### config.mk
export PLATFORM = sky130hd
export DESIGN_NAME = adc_serial_ctrl
export DESIGN_NICKNAME = d
export VERILOG_FILES = /design/src/shared/adc_serial_pkg.sv /design/src/rtl/pin_sync.sv /design/src/rtl/conv_timer.sv /design/src/rtl/adc_serial_ctrl.sv
export SDC_FILE = /design/constraint.sdc
export NUM_CORES = 1
export LEC_CHECK = 0
export ABC_AREA = 1
export BUFFER_PORTS_ARGS = -buffer_cell sky130_fd_sc_hd__buf_4
export CAP_MARGIN = 25
export CORE_MARGIN = 2
export CORE_UTILIZATION = 60
export CTS_CLUSTER_SIZE = 25
export DETAILED_ROUTE_END_ITERATION = 10
export PLACE_DENSITY = 0.85
export SETUP_SLACK_MARGIN = 0.4
export SLEW_MARGIN = 25
export SYNTH_ARGS = -nofsm -noshare
export SYNTH_HDL_FRONTEND = slang
export SYNTH_SLANG_ARGS = --single-unit
### constraint.sdc
create_clock -name sys_clk_i -period 3.69 [get_ports sys_clk_i]
set_input_delay 1.107 -clock sys_clk_i [delete_from_list [all_inputs] [get_ports sys_clk_i]]
set_output_delay 1.107 -clock sys_clk_i [all_outputs]
set_load 0.05 [all_outputs]
### src/shared/adc_serial_pkg.sv
// ****************************************************************
// Constants and carriers of the serial converter control logic
// ****************************************************************
package adc_serial_pkg;

    // Result, address and counter widths.
    localparam int unsigned RESULT_W = 10;
    localparam int unsigned ADDR_W   = 4;
    localparam int unsigned CNT_W    = 5;

    // Shift-clock edge counts that steer a transfer.
    localparam logic [4:0] ADDR_LAST_RISE  = 5'h03;  // Rise count before the fourth rise.
    localparam logic [4:0] SAMPLE_FALL     = 5'h03;  // Fall count before the fourth fall.
    localparam logic [4:0] LSB_FALL        = 5'h09;  // Fall count before the tenth fall.
    localparam logic [4:0] TEN_EDGES       = 5'h0A;  // Ten edges seen.
    localparam logic [4:0] LAST_FALL       = 5'h0F;  // Fall count before the sixteenth fall.
    localparam logic [4:0] MAX_EDGES       = 5'h10;  // Sixteen edges, counters saturate.

    // Highest valid source code: eleven inputs plus three self-test levels.
    localparam logic [3:0] SRC_CODE_MAX    = 4'hD;

    // Reset values.
    localparam logic       DONE_RESET      = 1'h1;
    localparam logic [9:0] RESULT_RESET    = 10'h000;
    localparam logic [3:0] ADDR_RESET      = 4'h0;

    // Conversion duration in system clocks, chosen default.
    localparam int unsigned CONV_CYCLES    = 100;

    // Pins of the host serial port, as seen at the device.
    typedef struct packed {
        logic cs_n;
        logic sclk;
        logic addr;
    } pins_t;

    // Transfer control states.
    typedef enum logic [2:0] {
        ST_IDLE  = 3'b001,
        ST_SHIFT = 3'b010,
        ST_TAIL  = 3'b100
    } xfer_state_t;

endpackage : adc_serial_pkg

### src/rtl/pin_sync.sv
`timescale 1ns/10ps
// ****************************************************************
// Two-stage synchroniser for asynchronous pin levels
// ****************************************************************
module pin_sync #(
    parameter int unsigned WIDTH = 3
) (
    // Clock and reset
    input  wire logic             sys_clk_i,
    input  wire logic             resetn_i,
    // Levels
    input  wire logic [WIDTH-1:0] async_i,
    output logic      [WIDTH-1:0] sync_o
);

    // Each bit passes two flops; the first stage feeds only the second.
    for (genvar i = 0; i < WIDTH; i++)
    begin : g_bit
        logic meta_q;
        logic stable_q;
        always_ff @(posedge sys_clk_i or negedge resetn_i)
        begin
            if (!resetn_i)
            begin
                meta_q   <= 1'b1;
                stable_q <= 1'b1;
            end
            else
            begin
                meta_q   <= async_i[i];
                stable_q <= meta_q;
            end
        end
        assign sync_o[i] = stable_q;
    end

endmodule : pin_sync

### src/rtl/conv_timer.sv
`timescale 1ns/10ps
// ****************************************************************
// Conversion duration timer
// ****************************************************************
module conv_timer #(
    parameter int unsigned CYCLES = adc_serial_pkg::CONV_CYCLES
) (
    // Clock and reset
    input  wire logic sys_clk_i,
    input  wire logic resetn_i,
    // Control
    input  wire logic start_i,
    output logic      busy_o,
    output logic      done_o
);

    localparam int unsigned CW = $clog2(CYCLES + 1);

    logic [CW-1:0] cnt_q;
    logic [CW-1:0] cnt_d;
    logic          done_q;
    logic          done_d;

    // A start while busy restarts the count; the converter has one sample only.
    always_comb
    begin
        cnt_d  = cnt_q;
        done_d = 1'b0;
        if (start_i)
            cnt_d = CW'(CYCLES);
        else if (cnt_q != '0)
        begin
            cnt_d  = cnt_q - 1'b1;
            done_d = (cnt_q == CW'(1));
        end
    end

    always_ff @(posedge sys_clk_i or negedge resetn_i)
    begin
        if (!resetn_i)
        begin
            cnt_q  <= '0;
            done_q <= 1'b0;
        end
        else
        begin
            cnt_q  <= cnt_d;
            done_q <= done_d;
        end
    end

    assign busy_o = (cnt_q != '0);
    assign done_o = done_q;

endmodule : conv_timer

### src/rtl/adc_serial_ctrl.sv
`timescale 1ns/10ps
// Summary of operation
// - Serial output tri-stated while chip select high, driven while low.
// - MSB of previous result first; next bits on falls, LSB on ninth.
// - Tenth shift-clock fall forces the serial output low.
// - Done output falls at tenth fall, rises when conversion result ready.
// - First four rises capture address; multiplexer address valid after fourth.
// - Sampling runs from fourth fall to tenth fall, then sample held.
// - Conversion starts only at tenth fall; fewer clocks start nothing.
// - Chip select high ignores clock and address; its fall starts transfer.
// - MSB at select fall, done rise, or after sixteenth fall by mode.
// - Fast mode means transfer ends before conversion; ten clocks always fast.
// - Select fall resets counters; select rise disables inputs within two clocks.
// - Address picks one of fourteen sources, codes zero to thirteen.
module adc_serial_ctrl #(
    parameter int unsigned CONV_CYCLES = adc_serial_pkg::CONV_CYCLES
) (
    // Clock and reset
    input  wire logic        sys_clk_i,
    input  wire logic        resetn_i,
    // Host serial pins
    input  wire logic        cs_n_i,
    input  wire logic        sclk_i,
    input  wire logic        addr_i,
    output logic             dout_o,
    output logic             dout_oe_o,
    output logic             done_o,
    // Analog core side
    input  wire logic [9:0]  conv_data_i,
    output logic      [3:0]  mux_sel_o,
    output logic             src_valid_o,
    output logic             sampling_o,
    output logic             hold_o
);

    // ****************************************************************
    // Pin synchronisation and edge detection
    // ****************************************************************
    adc_serial_pkg::pins_t pins_async;
    adc_serial_pkg::pins_t pins_s;
    logic                  cs_low_prev_q;
    logic                  sclk_prev_q;
    logic                  cs_low;
    logic                  cs_fall;
    logic                  sclk_rise;
    logic                  sclk_fall;

    assign pins_async = '{cs_n: cs_n_i, sclk: sclk_i, addr: addr_i};

    pin_sync #(
        .WIDTH ($bits(adc_serial_pkg::pins_t))
    ) u_sync (
        .sys_clk_i (sys_clk_i),
        .resetn_i  (resetn_i),
        .async_i   (pins_async),
        .sync_o    (pins_s)
    );

    // Edges are qualified by chip select, so a high select blocks the clock.
    assign cs_low    = ~pins_s.cs_n;
    assign cs_fall   = cs_low & ~cs_low_prev_q;
    assign sclk_rise = cs_low & pins_s.sclk & ~sclk_prev_q;
    assign sclk_fall = cs_low & ~pins_s.sclk & sclk_prev_q;

    always_ff @(posedge sys_clk_i or negedge resetn_i)
    begin
        if (!resetn_i)
        begin
            cs_low_prev_q <= 1'b0;
            sclk_prev_q   <= 1'b0;
        end
        else
        begin
            cs_low_prev_q <= cs_low;
            sclk_prev_q   <= pins_s.sclk;
        end
    end

    // ****************************************************************
    // Conversion timer
    // ****************************************************************
    logic conv_start_q;
    logic conv_start_d;
    logic conv_done;

    conv_timer #(
        .CYCLES (CONV_CYCLES)
    ) u_timer (
        .sys_clk_i (sys_clk_i),
        .resetn_i  (resetn_i),
        .start_i   (conv_start_q),
        .busy_o    (),
        .done_o    (conv_done)
    );

    // ****************************************************************
    // Transfer control
    // ****************************************************************
    adc_serial_pkg::xfer_state_t state_q;
    adc_serial_pkg::xfer_state_t state_d;
    logic [4:0] rise_cnt_q;
    logic [4:0] rise_cnt_d;
    logic [4:0] fall_cnt_q;
    logic [4:0] fall_cnt_d;
    logic [9:0] shreg_q;
    logic [9:0] shreg_d;
    logic [9:0] result_q;
    logic [9:0] result_d;
    logic [3:0] addr_sh_q;
    logic [3:0] addr_sh_d;
    logic [3:0] mux_sel_q;
    logic [3:0] mux_sel_d;
    logic       ready_q;
    logic       ready_d;
    logic       dout_q;
    logic       dout_d;
    logic       dout_oe_q;
    logic       dout_oe_d;
    logic       done_q;
    logic       done_d;
    logic       sampling_q;
    logic       sampling_d;
    logic       hold_q;
    logic       hold_d;
    logic       fast_end;
    logic       slow_end;
    logic       restart;
    logic [9:0] load_val;

    // A conversion that finishes after the transfer has ended is a fast one;
    // ten clocks with select held low, or a full sixteen, end it there.
    assign fast_end = cs_low & conv_done &
                      (((rise_cnt_q == adc_serial_pkg::TEN_EDGES) &&
                        (fall_cnt_q == adc_serial_pkg::TEN_EDGES)) ||
                       (fall_cnt_q == adc_serial_pkg::MAX_EDGES));
    // In the slow held-select mode the sixteenth fall opens the next sequence.
    assign slow_end = sclk_fall & ready_q & (state_q == adc_serial_pkg::ST_TAIL) &
                      (fall_cnt_q == adc_serial_pkg::LAST_FALL);
    assign restart  = cs_fall | fast_end | slow_end;
    // A freshly finished result bypasses the result register on restart.
    assign load_val = conv_done ? conv_data_i : result_q;

    always_comb
    begin
        state_d      = state_q;
        rise_cnt_d   = rise_cnt_q;
        fall_cnt_d   = fall_cnt_q;
        shreg_d      = shreg_q;
        result_d     = result_q;
        addr_sh_d    = addr_sh_q;
        mux_sel_d    = mux_sel_q;
        ready_d      = ready_q;
        dout_d       = dout_q;
        dout_oe_d    = dout_oe_q;
        done_d       = done_q;
        sampling_d   = sampling_q;
        hold_d       = 1'b0;
        conv_start_d = 1'b0;

        // End of conversion: result latched and done raised.
        if (conv_done)
        begin
            result_d = conv_data_i;
            done_d   = 1'b1;
            ready_d  = 1'b1;
        end

        if (!cs_low)
        begin
            // Select high: output released, nothing shifts.
            state_d    = adc_serial_pkg::ST_IDLE;
            dout_oe_d  = 1'b0;
            sampling_d = 1'b0;
        end
        else if (restart)
        begin
            // New sequence: counters cleared, previous MSB presented at once.
            state_d    = adc_serial_pkg::ST_SHIFT;
            rise_cnt_d = '0;
            fall_cnt_d = '0;
            addr_sh_d  = adc_serial_pkg::ADDR_RESET;
            shreg_d    = load_val;
            dout_d     = load_val[9];
            dout_oe_d  = 1'b1;
            ready_d    = 1'b0;
            sampling_d = 1'b0;
        end
        else
        begin
            dout_oe_d = 1'b1;
            if (sclk_rise && (rise_cnt_q != adc_serial_pkg::MAX_EDGES))
            begin
                rise_cnt_d = rise_cnt_q + 5'h01;
                // Only the first four rises read the address line.
                if (rise_cnt_q <= adc_serial_pkg::ADDR_LAST_RISE)
                    addr_sh_d = {addr_sh_q[2:0], pins_s.addr};
                if (rise_cnt_q == adc_serial_pkg::ADDR_LAST_RISE)
                    mux_sel_d = {addr_sh_q[2:0], pins_s.addr};
            end
            if (sclk_fall && (fall_cnt_q != adc_serial_pkg::MAX_EDGES))
            begin
                fall_cnt_d = fall_cnt_q + 5'h01;
                if (fall_cnt_q < adc_serial_pkg::LSB_FALL)
                begin
                    shreg_d = {shreg_q[8:0], 1'b0};
                    dout_d  = shreg_q[8];
                end
                if (fall_cnt_q == adc_serial_pkg::SAMPLE_FALL)
                    sampling_d = 1'b1;
                if (fall_cnt_q == adc_serial_pkg::LSB_FALL)
                begin
                    state_d      = adc_serial_pkg::ST_TAIL;
                    dout_d       = 1'b0;
                    sampling_d   = 1'b0;
                    hold_d       = 1'b1;
                    done_d       = 1'b0;
                    ready_d      = 1'b0;
                    conv_start_d = 1'b1;
                end
            end
        end
    end

    always_ff @(posedge sys_clk_i or negedge resetn_i)
    begin
        if (!resetn_i)
        begin
            state_q      <= adc_serial_pkg::ST_IDLE;
            rise_cnt_q   <= '0;
            fall_cnt_q   <= '0;
            shreg_q      <= adc_serial_pkg::RESULT_RESET;
            result_q     <= adc_serial_pkg::RESULT_RESET;
            addr_sh_q    <= adc_serial_pkg::ADDR_RESET;
            mux_sel_q    <= adc_serial_pkg::ADDR_RESET;
            ready_q      <= 1'b0;
            dout_q       <= 1'b0;
            dout_oe_q    <= 1'b0;
            done_q       <= adc_serial_pkg::DONE_RESET;
            sampling_q   <= 1'b0;
            hold_q       <= 1'b0;
            conv_start_q <= 1'b0;
        end
        else
        begin
            state_q      <= state_d;
            rise_cnt_q   <= rise_cnt_d;
            fall_cnt_q   <= fall_cnt_d;
            shreg_q      <= shreg_d;
            result_q     <= result_d;
            addr_sh_q    <= addr_sh_d;
            mux_sel_q    <= mux_sel_d;
            ready_q      <= ready_d;
            dout_q       <= dout_d;
            dout_oe_q    <= dout_oe_d;
            done_q       <= done_d;
            sampling_q   <= sampling_d;
            hold_q       <= hold_d;
            conv_start_q <= conv_start_d;
        end
    end

    // Codes above thirteen select nothing; the flag is registered with the code.
    logic src_valid_q;
    always_ff @(posedge sys_clk_i or negedge resetn_i)
    begin
        if (!resetn_i)
            src_valid_q <= 1'b1;
        else
            src_valid_q <= (mux_sel_d <= adc_serial_pkg::SRC_CODE_MAX);
    end

    // Outputs straight from flops.
    assign dout_o      = dout_q;
    assign dout_oe_o   = dout_oe_q;
    assign done_o      = done_q;
    assign mux_sel_o   = mux_sel_q;
    assign src_valid_o = src_valid_q;
    assign sampling_o  = sampling_q;
    assign hold_o      = hold_q;

    // ****************************************************************
    // Assertions
    // ****************************************************************
    logic tenth_fall;
    logic fourth_rise;
    assign tenth_fall  = sclk_fall & ~restart & (fall_cnt_q == adc_serial_pkg::LSB_FALL);
    assign fourth_rise = sclk_rise & ~restart & (rise_cnt_q == adc_serial_pkg::ADDR_LAST_RISE);

    property p_release;
        @(posedge sys_clk_i) disable iff (!resetn_i)
        !cs_low |=> !dout_oe_o;
    endproperty
    a_release: assert property (p_release) else $error("output driven with select high");

    property p_msb_first;
        @(posedge sys_clk_i) disable iff (!resetn_i)
        cs_fall |=> dout_oe_o && (dout_o == $past(load_val[9]));
    endproperty
    a_msb_first: assert property (p_msb_first) else $error("MSB not shown on select fall");

    property p_tenth_low;
        @(posedge sys_clk_i) disable iff (!resetn_i)
        tenth_fall && !conv_done |=> !dout_o && !done_o && conv_start_q ##1 !done_o;
    endproperty
    a_tenth_low: assert property (p_tenth_low) else $error("tenth fall did not end data");

    property p_start_only_tenth;
        @(posedge sys_clk_i) disable iff (!resetn_i)
        conv_start_q |-> $past(fall_cnt_q) == adc_serial_pkg::LSB_FALL && $past(sclk_fall);
    endproperty
    a_start_only_tenth: assert property (p_start_only_tenth) else $error("early start");

    property p_done_rise;
        @(posedge sys_clk_i) disable iff (!resetn_i)
        $rose(done_o) |-> $past(conv_done) && (result_q == $past(conv_data_i));
    endproperty
    a_done_rise: assert property (p_done_rise) else $error("done rose without result");

    property p_addr_load;
        @(posedge sys_clk_i) disable iff (!resetn_i)
        fourth_rise |=> mux_sel_o == {$past(addr_sh_q[2:0]), $past(pins_s.addr)};
    endproperty
    a_addr_load: assert property (p_addr_load) else $error("address not applied");

    property p_sample_start;
        @(posedge sys_clk_i) disable iff (!resetn_i)
        $rose(sampling_o) |-> $past(fall_cnt_q) == adc_serial_pkg::SAMPLE_FALL;
    endproperty
    a_sample_start: assert property (p_sample_start) else $error("sampling began off edge");

    property p_ignore_high;
        @(posedge sys_clk_i) disable iff (!resetn_i)
        !cs_low |=> $stable(mux_sel_o) && $stable(fall_cnt_q);
    endproperty
    a_ignore_high: assert property (p_ignore_high) else $error("inputs used with select high");

    property p_fast_msb;
        @(posedge sys_clk_i) disable iff (!resetn_i)
        fast_end && cs_low |=> dout_o == $past(conv_data_i[9]) ##1 done_o;
    endproperty
    a_fast_msb: assert property (p_fast_msb) else $error("MSB not shown on done rise");

    c_tenth: cover property (@(posedge sys_clk_i) disable iff (!resetn_i) tenth_fall);
    c_fast:  cover property (@(posedge sys_clk_i) disable iff (!resetn_i) fast_end);
    c_slow:  cover property (@(posedge sys_clk_i) disable iff (!resetn_i) slow_end);

endmodule : adc_serial_ctrl

Word-level counts from Yosys, hierarchy flattened
Cells that the tools add are included.
Widths: inputs -> output; s select.
{"block": "word_totals", "wordCells": 125, "reg_bits": 62, "input_bits": 15}
{"block": "op_classes", "n_addsub": 3, "eq_ne": 11, "magnitude_cmp": 3, "muxes": 47, "n_reduce_logical": 21, "bitwise": 16}
{"op": "$mux 9", "n": 3}
{"op": "$mux 1", "n": 26}
{"op": "$mux 3", "n": 7}
{"op": "$eq 5x4->1 const B", "n": 4}
{"op": "$mux 5", "n": 4}
{"op": "$mux 4", "n": 4}
{"op": "$mux 7", "n": 2}
{"op": "$add 5x1->5 const B", "n": 2}
{"op": "$and 1x1->1", "n": 10}
{"op": "$eq 5x2->1 const B", "n": 2}
{"op": "$mux 10", "n": 1}
{"op": "$ne 5x5->1 const B", "n": 2}
{"op": "$reduce_bool 2->1", "n": 5}
{"op": "$reduce_and 3->1", "n": 3}
{"op": "$reduce_bool 3->1", "n": 3}
{"op": "$reduce_and 2->1", "n": 4}
{"op": "$eq 7x1->1 const B", "n": 1}
{"op": "$reduce_bool 7->1", "n": 1}
{"op": "$sub 7x1->7 const B", "n": 1}
{"op": "$eq 5x5->1 const B", "n": 1}
{"op": "$le 5x2->1 const B", "n": 1}
{"op": "$lt 5x4->1 const B", "n": 1}
{"op": "$le 4x4->1 const B", "n": 1}
{"op": "$not 1->1", "n": 4}
{"op": "5 further kinds", "n": 8}

Logic depth before layout (Yosys ltp)
{"block": "logic_depth", "ltp_word": 10, "ltp_mapped": 16, "ltp_nobuf": 15}

Hierarchy
A second synthesis with hierarchy kept.
{"block": "hier_totals", "cells_unflattened": 370, "hier_area_um2": 3025.4}
{"mod": "adc_serial_ctrl", "n_inst": 1, "area_per_inst_um2": 2379.8, "seq_area_each_um2": 1179.9, "cells_each": 303}
{"mod": "conv_timer", "n_inst": 1, "area_per_inst_um2": 465.4, "seq_area_each_um2": 200.2, "cells_each": 58}
{"mod": "pin_sync", "n_inst": 1, "area_per_inst_um2": 180.2, "seq_area_each_um2": 157.7, "cells_each": 9}

Worst setup path after synthesis
Ideal clock, no wire load.
{"block": "synth_timing", "path_kind": "flip-flop to output port", "from": "register done_q, in the netlist done_o", "to": "output port done_o", "slack_ps": 1919, "path_stages_with_launch": 1, "arrival_time_ps": 664, "n_path_buf": 0, "cell_sequence": "dfstp_2"}
{"item": "start: declaration", "line_no": "adc_serial_ctrl.sv:119", "rtl": "logic done_q;"}
{"item": "start signal: assignment", "line_no": "adc_serial_ctrl.sv:238", "rtl": "done_q <= adc_serial_pkg::DONE_RESET;"}
{"item": "start signal: assignment", "line_no": "adc_serial_ctrl.sv:255", "rtl": "done_q <= done_d;"}
{"item": "end: declaration", "line_no": "adc_serial_ctrl.sv:27", "rtl": "output logic done_o,"}
No word-level cell between the ends.

Worst setup path in the final report
{"block": "layout_timing", "from": "register fall_cnt_q[0]", "to": "register shreg_q[7]"}
{"block": "layout_via", "elab_chain_len": 8, "word_cells_on_any_way": 16}
{"item": "start: declaration", "line_no": "adc_serial_ctrl.sv:103", "rtl": "logic [4:0] fall_cnt_q;"}
{"item": "start signal: assignment", "line_no": "adc_serial_ctrl.sv:247", "rtl": "fall_cnt_q <= fall_cnt_d;"}
{"item": "$eq 5x4->1", "line_no": "adc_serial_ctrl.sv:134", "rtl": "(fall_cnt_q == adc_serial_pkg::TEN_EDGES)) ||"}
{"item": "$logic_and 1x1->1", "line_no": "adc_serial_ctrl.sv:133", "rtl": "(((rise_cnt_q == adc_serial_pkg::TEN_EDGES) &&"}
{"item": "$logic_or 1x1->1", "line_no": "adc_serial_ctrl.sv:134"}
{"item": "$and 1x1->1", "line_no": "adc_serial_ctrl.sv:132", "rtl": "assign fast_end = cs_low & conv_done &"}
{"item": "$or 1x1->1 (2 in a row)", "line_no": "adc_serial_ctrl.sv:139", "rtl": "assign restart = cs_fall | fast_end | slow_end;"}
{"item": "$reduce_bool 2->1 (no line)"}
{"item": "$reduce_and 3->1 (no line)"}
{"item": "end signal: assignment", "line_no": "adc_serial_ctrl.sv:231", "rtl": "shreg_q <= adc_serial_pkg::RESULT_RESET;"}
{"item": "end signal: assignment", "line_no": "adc_serial_ctrl.sv:248", "rtl": "shreg_q <= shreg_d;"}
{"item": "end: declaration", "line_no": "adc_serial_ctrl.sv:105", "rtl": "logic [9:0] shreg_q;"}
Several ways; a longest one is shown, not always the timed one.
A chain may end at the register's enable or synchronous reset.

==> metrics.csv <==
metric,value,unit
status,"finished, final reports clean",
hold_start,u_sync.g_bit[1].meta_q,
gr-total-overflow,0,
finalCriticalPeriod,2.29,ns
synth_top_cell_by_area,dfrtp_1,
nets,418,
drt_first_pass_iters,4,
drive_above_1_share,15.9,%
dpl.hpwl,4060,microns
crit_fanout,25,
routed_via_density,5.29,
synthCells,365,
final_cell_area,3410,sq um
ys_ff_latch,61,
cts_resized,0,
design.portCount,25,
gp_congestion,0.945,
grtUsageMet2,36.4,%
grt_use_met1,33.2,%
cts.reportedPaths.clkPinSlew,0.06,ns
postCtsSetupRepairBufs,0,
h-tree-depth,3,
synth_warnings,0,
grt_max_degree,62,
drv_slew,0,
grtUsageTotal,24.2,%
placed_area,3230,sq um
drtAntennaViolNets,0,
ys_types,34,
ys_seq_area_share,50.9,%
cts_tree,done,
syn_area_per_cell,8.28,sq um
yosys_most_used_dff,dfrtp_1,
clock-root-buffer,clkbuf_8,
clock_path_buffers,2,
die_x,75.0,microns
fmax,436,MHz
hold_violations,0,
clock_skew,0.00647,ns
setup_tns,0,ns
layout_common_cells,"135 x nand2_1, 52 x dfrtp_1, 31 x nor2_1",
reg2reg_slack,1.40,ns
grt_antenna_before_repair,0,
clk_latency,0.33,ns
synth_async_sr_flop_share,100,%
cts_buffers,9,
cts-hold-fix-buffers,0,
core_area,4790,sq um
diodes,0,
port_buffers,24,
synth_nets,391,
start_util,63.1,%
relSlewSlack,51.0,%
synthesis.area,3020,sq um
cp-end-kind,flip-flop,
wl_per_cell,12.6,microns
dieArea,5620,sq um
setup_viol,0,
worst_pin_slew,0.735,ns
drc,0,
maxCapViolCount,0,
netlist.area_leader.share,43.1,%
leakage,1.72,nW
wirelength,5850,microns
grt_pass1_wl,10300,microns
die_h,75.0,microns
vias,2454,
cts_sinks,61,
drt_iter0_drc,253,
p_total,0.00204,W
final_common_cell,nand2_1,
grt.met3_usage,6.02,%
peakVddDrop,0.000428,V
grt_pass1_vias,2322,
synth-edff-count,0,
rr_startpoint,fall_cnt_q[0],
cp.arrival,2.51,ns
nFillCells,367,
synthTopCellsByArea,"dfrtp_1 43%, nand2_1 17%, dfstp_2 7.8%",
powerDensity,597,nW/um^2
min_period_over_period,62.1,%
syn_to_final_growth,12.9,%
start_kind,flip-flop,
crit_type,flip-flop to flip-flop,
rsz0062_at_grt,no,
crit_path_start,fall_cnt_q[0],
grt_busiest_layer,met2,
crit_required,3.91,ns
num_rows,25,
hp-class,flip-flop to flip-flop,
==> critical path, stage by stage (launching register included) <==
cell and delay [ns]:
dfrtp_1 0.40, ha_1 0.22, nand2_1 0.06, nor2_1 0.10
ha_1 0.16, nand2_1 0.05, nor2_1 0.09, nand2_1 0.09
nor2_4 0.14, nor2_8 0.06, nand2_4 0.24, inv_4 0.17
nand2_1 0.11, nand2_2 0.12, nand2_1 0.10, nand2_1 0.06
==> cell type report <==
class	instances	area (sq um)	area share [%]
inverters	34	130	3.82
clock inverters	1	5.00	0.147
well taps	67	83.8	2.46
flip-flops and latches	61	1540	45.1
multi-input cells	262	1300	38.0
clock buffers	15	176	5.17
repair buffers	24	180	5.28
==> layer usage <==
layer | part of all wire (%) | wire (microns)
met5 | 0 | 0
met4 | 1.5 | 85
met3 | 5.2 | 307
met2 | 47 | 2770
met1 | 46 | 2690
==> Yosys cell counts, types with 2 or more instances <==
cell	n
nor2_1	31
a21oi_1	13
nor3_1	5
clkbuf_1	3
inv_1	30
inv_2	3
nand3_2	2
dfrtp_1	52
nand2_1	135
o21ai_0	4
nor2_2	2
ha_1	11
nor4_1	2
nand3_1	15
buf_4	3
nand4_1	10
o31ai_1	3
buf_6	2
nand2_2	2
xor2_1	5
dfstp_2	9
o21ai_1	11
==> report_power, final <==
part / switching [W] / total (W) / internal, W / leakage (nW)
clock network: 0.000244 / 0.000543 / 0.000299 / 0.0937
registers: 0.0000980 / 0.000943 / 0.000845 / 0.746
logic: 0.000361 / 0.000552 / 0.000190 / 0.876
total: 0.000704 / 0.00204 / 0.00133 / 1.72
==> flip-flops by register name (all words and copies together), names as in the netlist, 3 cells and up <==
| register | flops |
|---|---|
| result_q | 10 |
| shreg_q | 9 |
| addr_sh_q | 3 |
| state_q | 3 |
| u_sync.g_bit.stable_q | 3 |
| u_sync.g_bit.meta_q | 3 |
| fall_cnt_q | 5 |
| rise_cnt_q | 5 |
| u_timer.cnt_q | 7 |
| mux_sel_o | 4 |
==> cell families (layout without fill, tap and decap cells) <==
| logic type | Yosys count | count (layout) | share of synthesized area [%] |
|---|---|---|---|
| AOI/OAI and AO/OA | 35 | 35 | 6.58 |
| buffers and inverters | 42 | 74 | 6.17 |
| xor gates and xnor gates | 5 | 5 | 1.45 |
| and+or+nand+nor | 211 | 211 | 30.4 |
| DFF | 61 | 61 | 50.9 |
| adders and majority gates | 11 | 11 | 4.55 |
==> through the flow <==
stage,worst slack [ns],hold WS (ns),instances,utilization [%]
floorplan,1.92,0.345,365,-
global placement,1.56,0.346,448,67.5
detailed placement,1.40,0.347,448,67.5
CTS,1.39,0.356,464,71.3
global route,1.19,0.359,464,71.3
finish,1.40,0.355,464,71.3
==> path summary, 6_finish.rpt <==
check,end,depth (start not counted)
worst max register to register,shreg_q[7],15
worst max-delay path,shreg_q[7],15
max in group asynchronous,rise_cnt_q[1],1
worst min register to register,u_sync.g_bit[1].stable_q,0
worst min-delay path,u_sync.g_bit[1].stable_q,0
min in group asynchronous,fall_cnt_q[1],1
No activity file was read; power rests on OpenSTA's default activity.
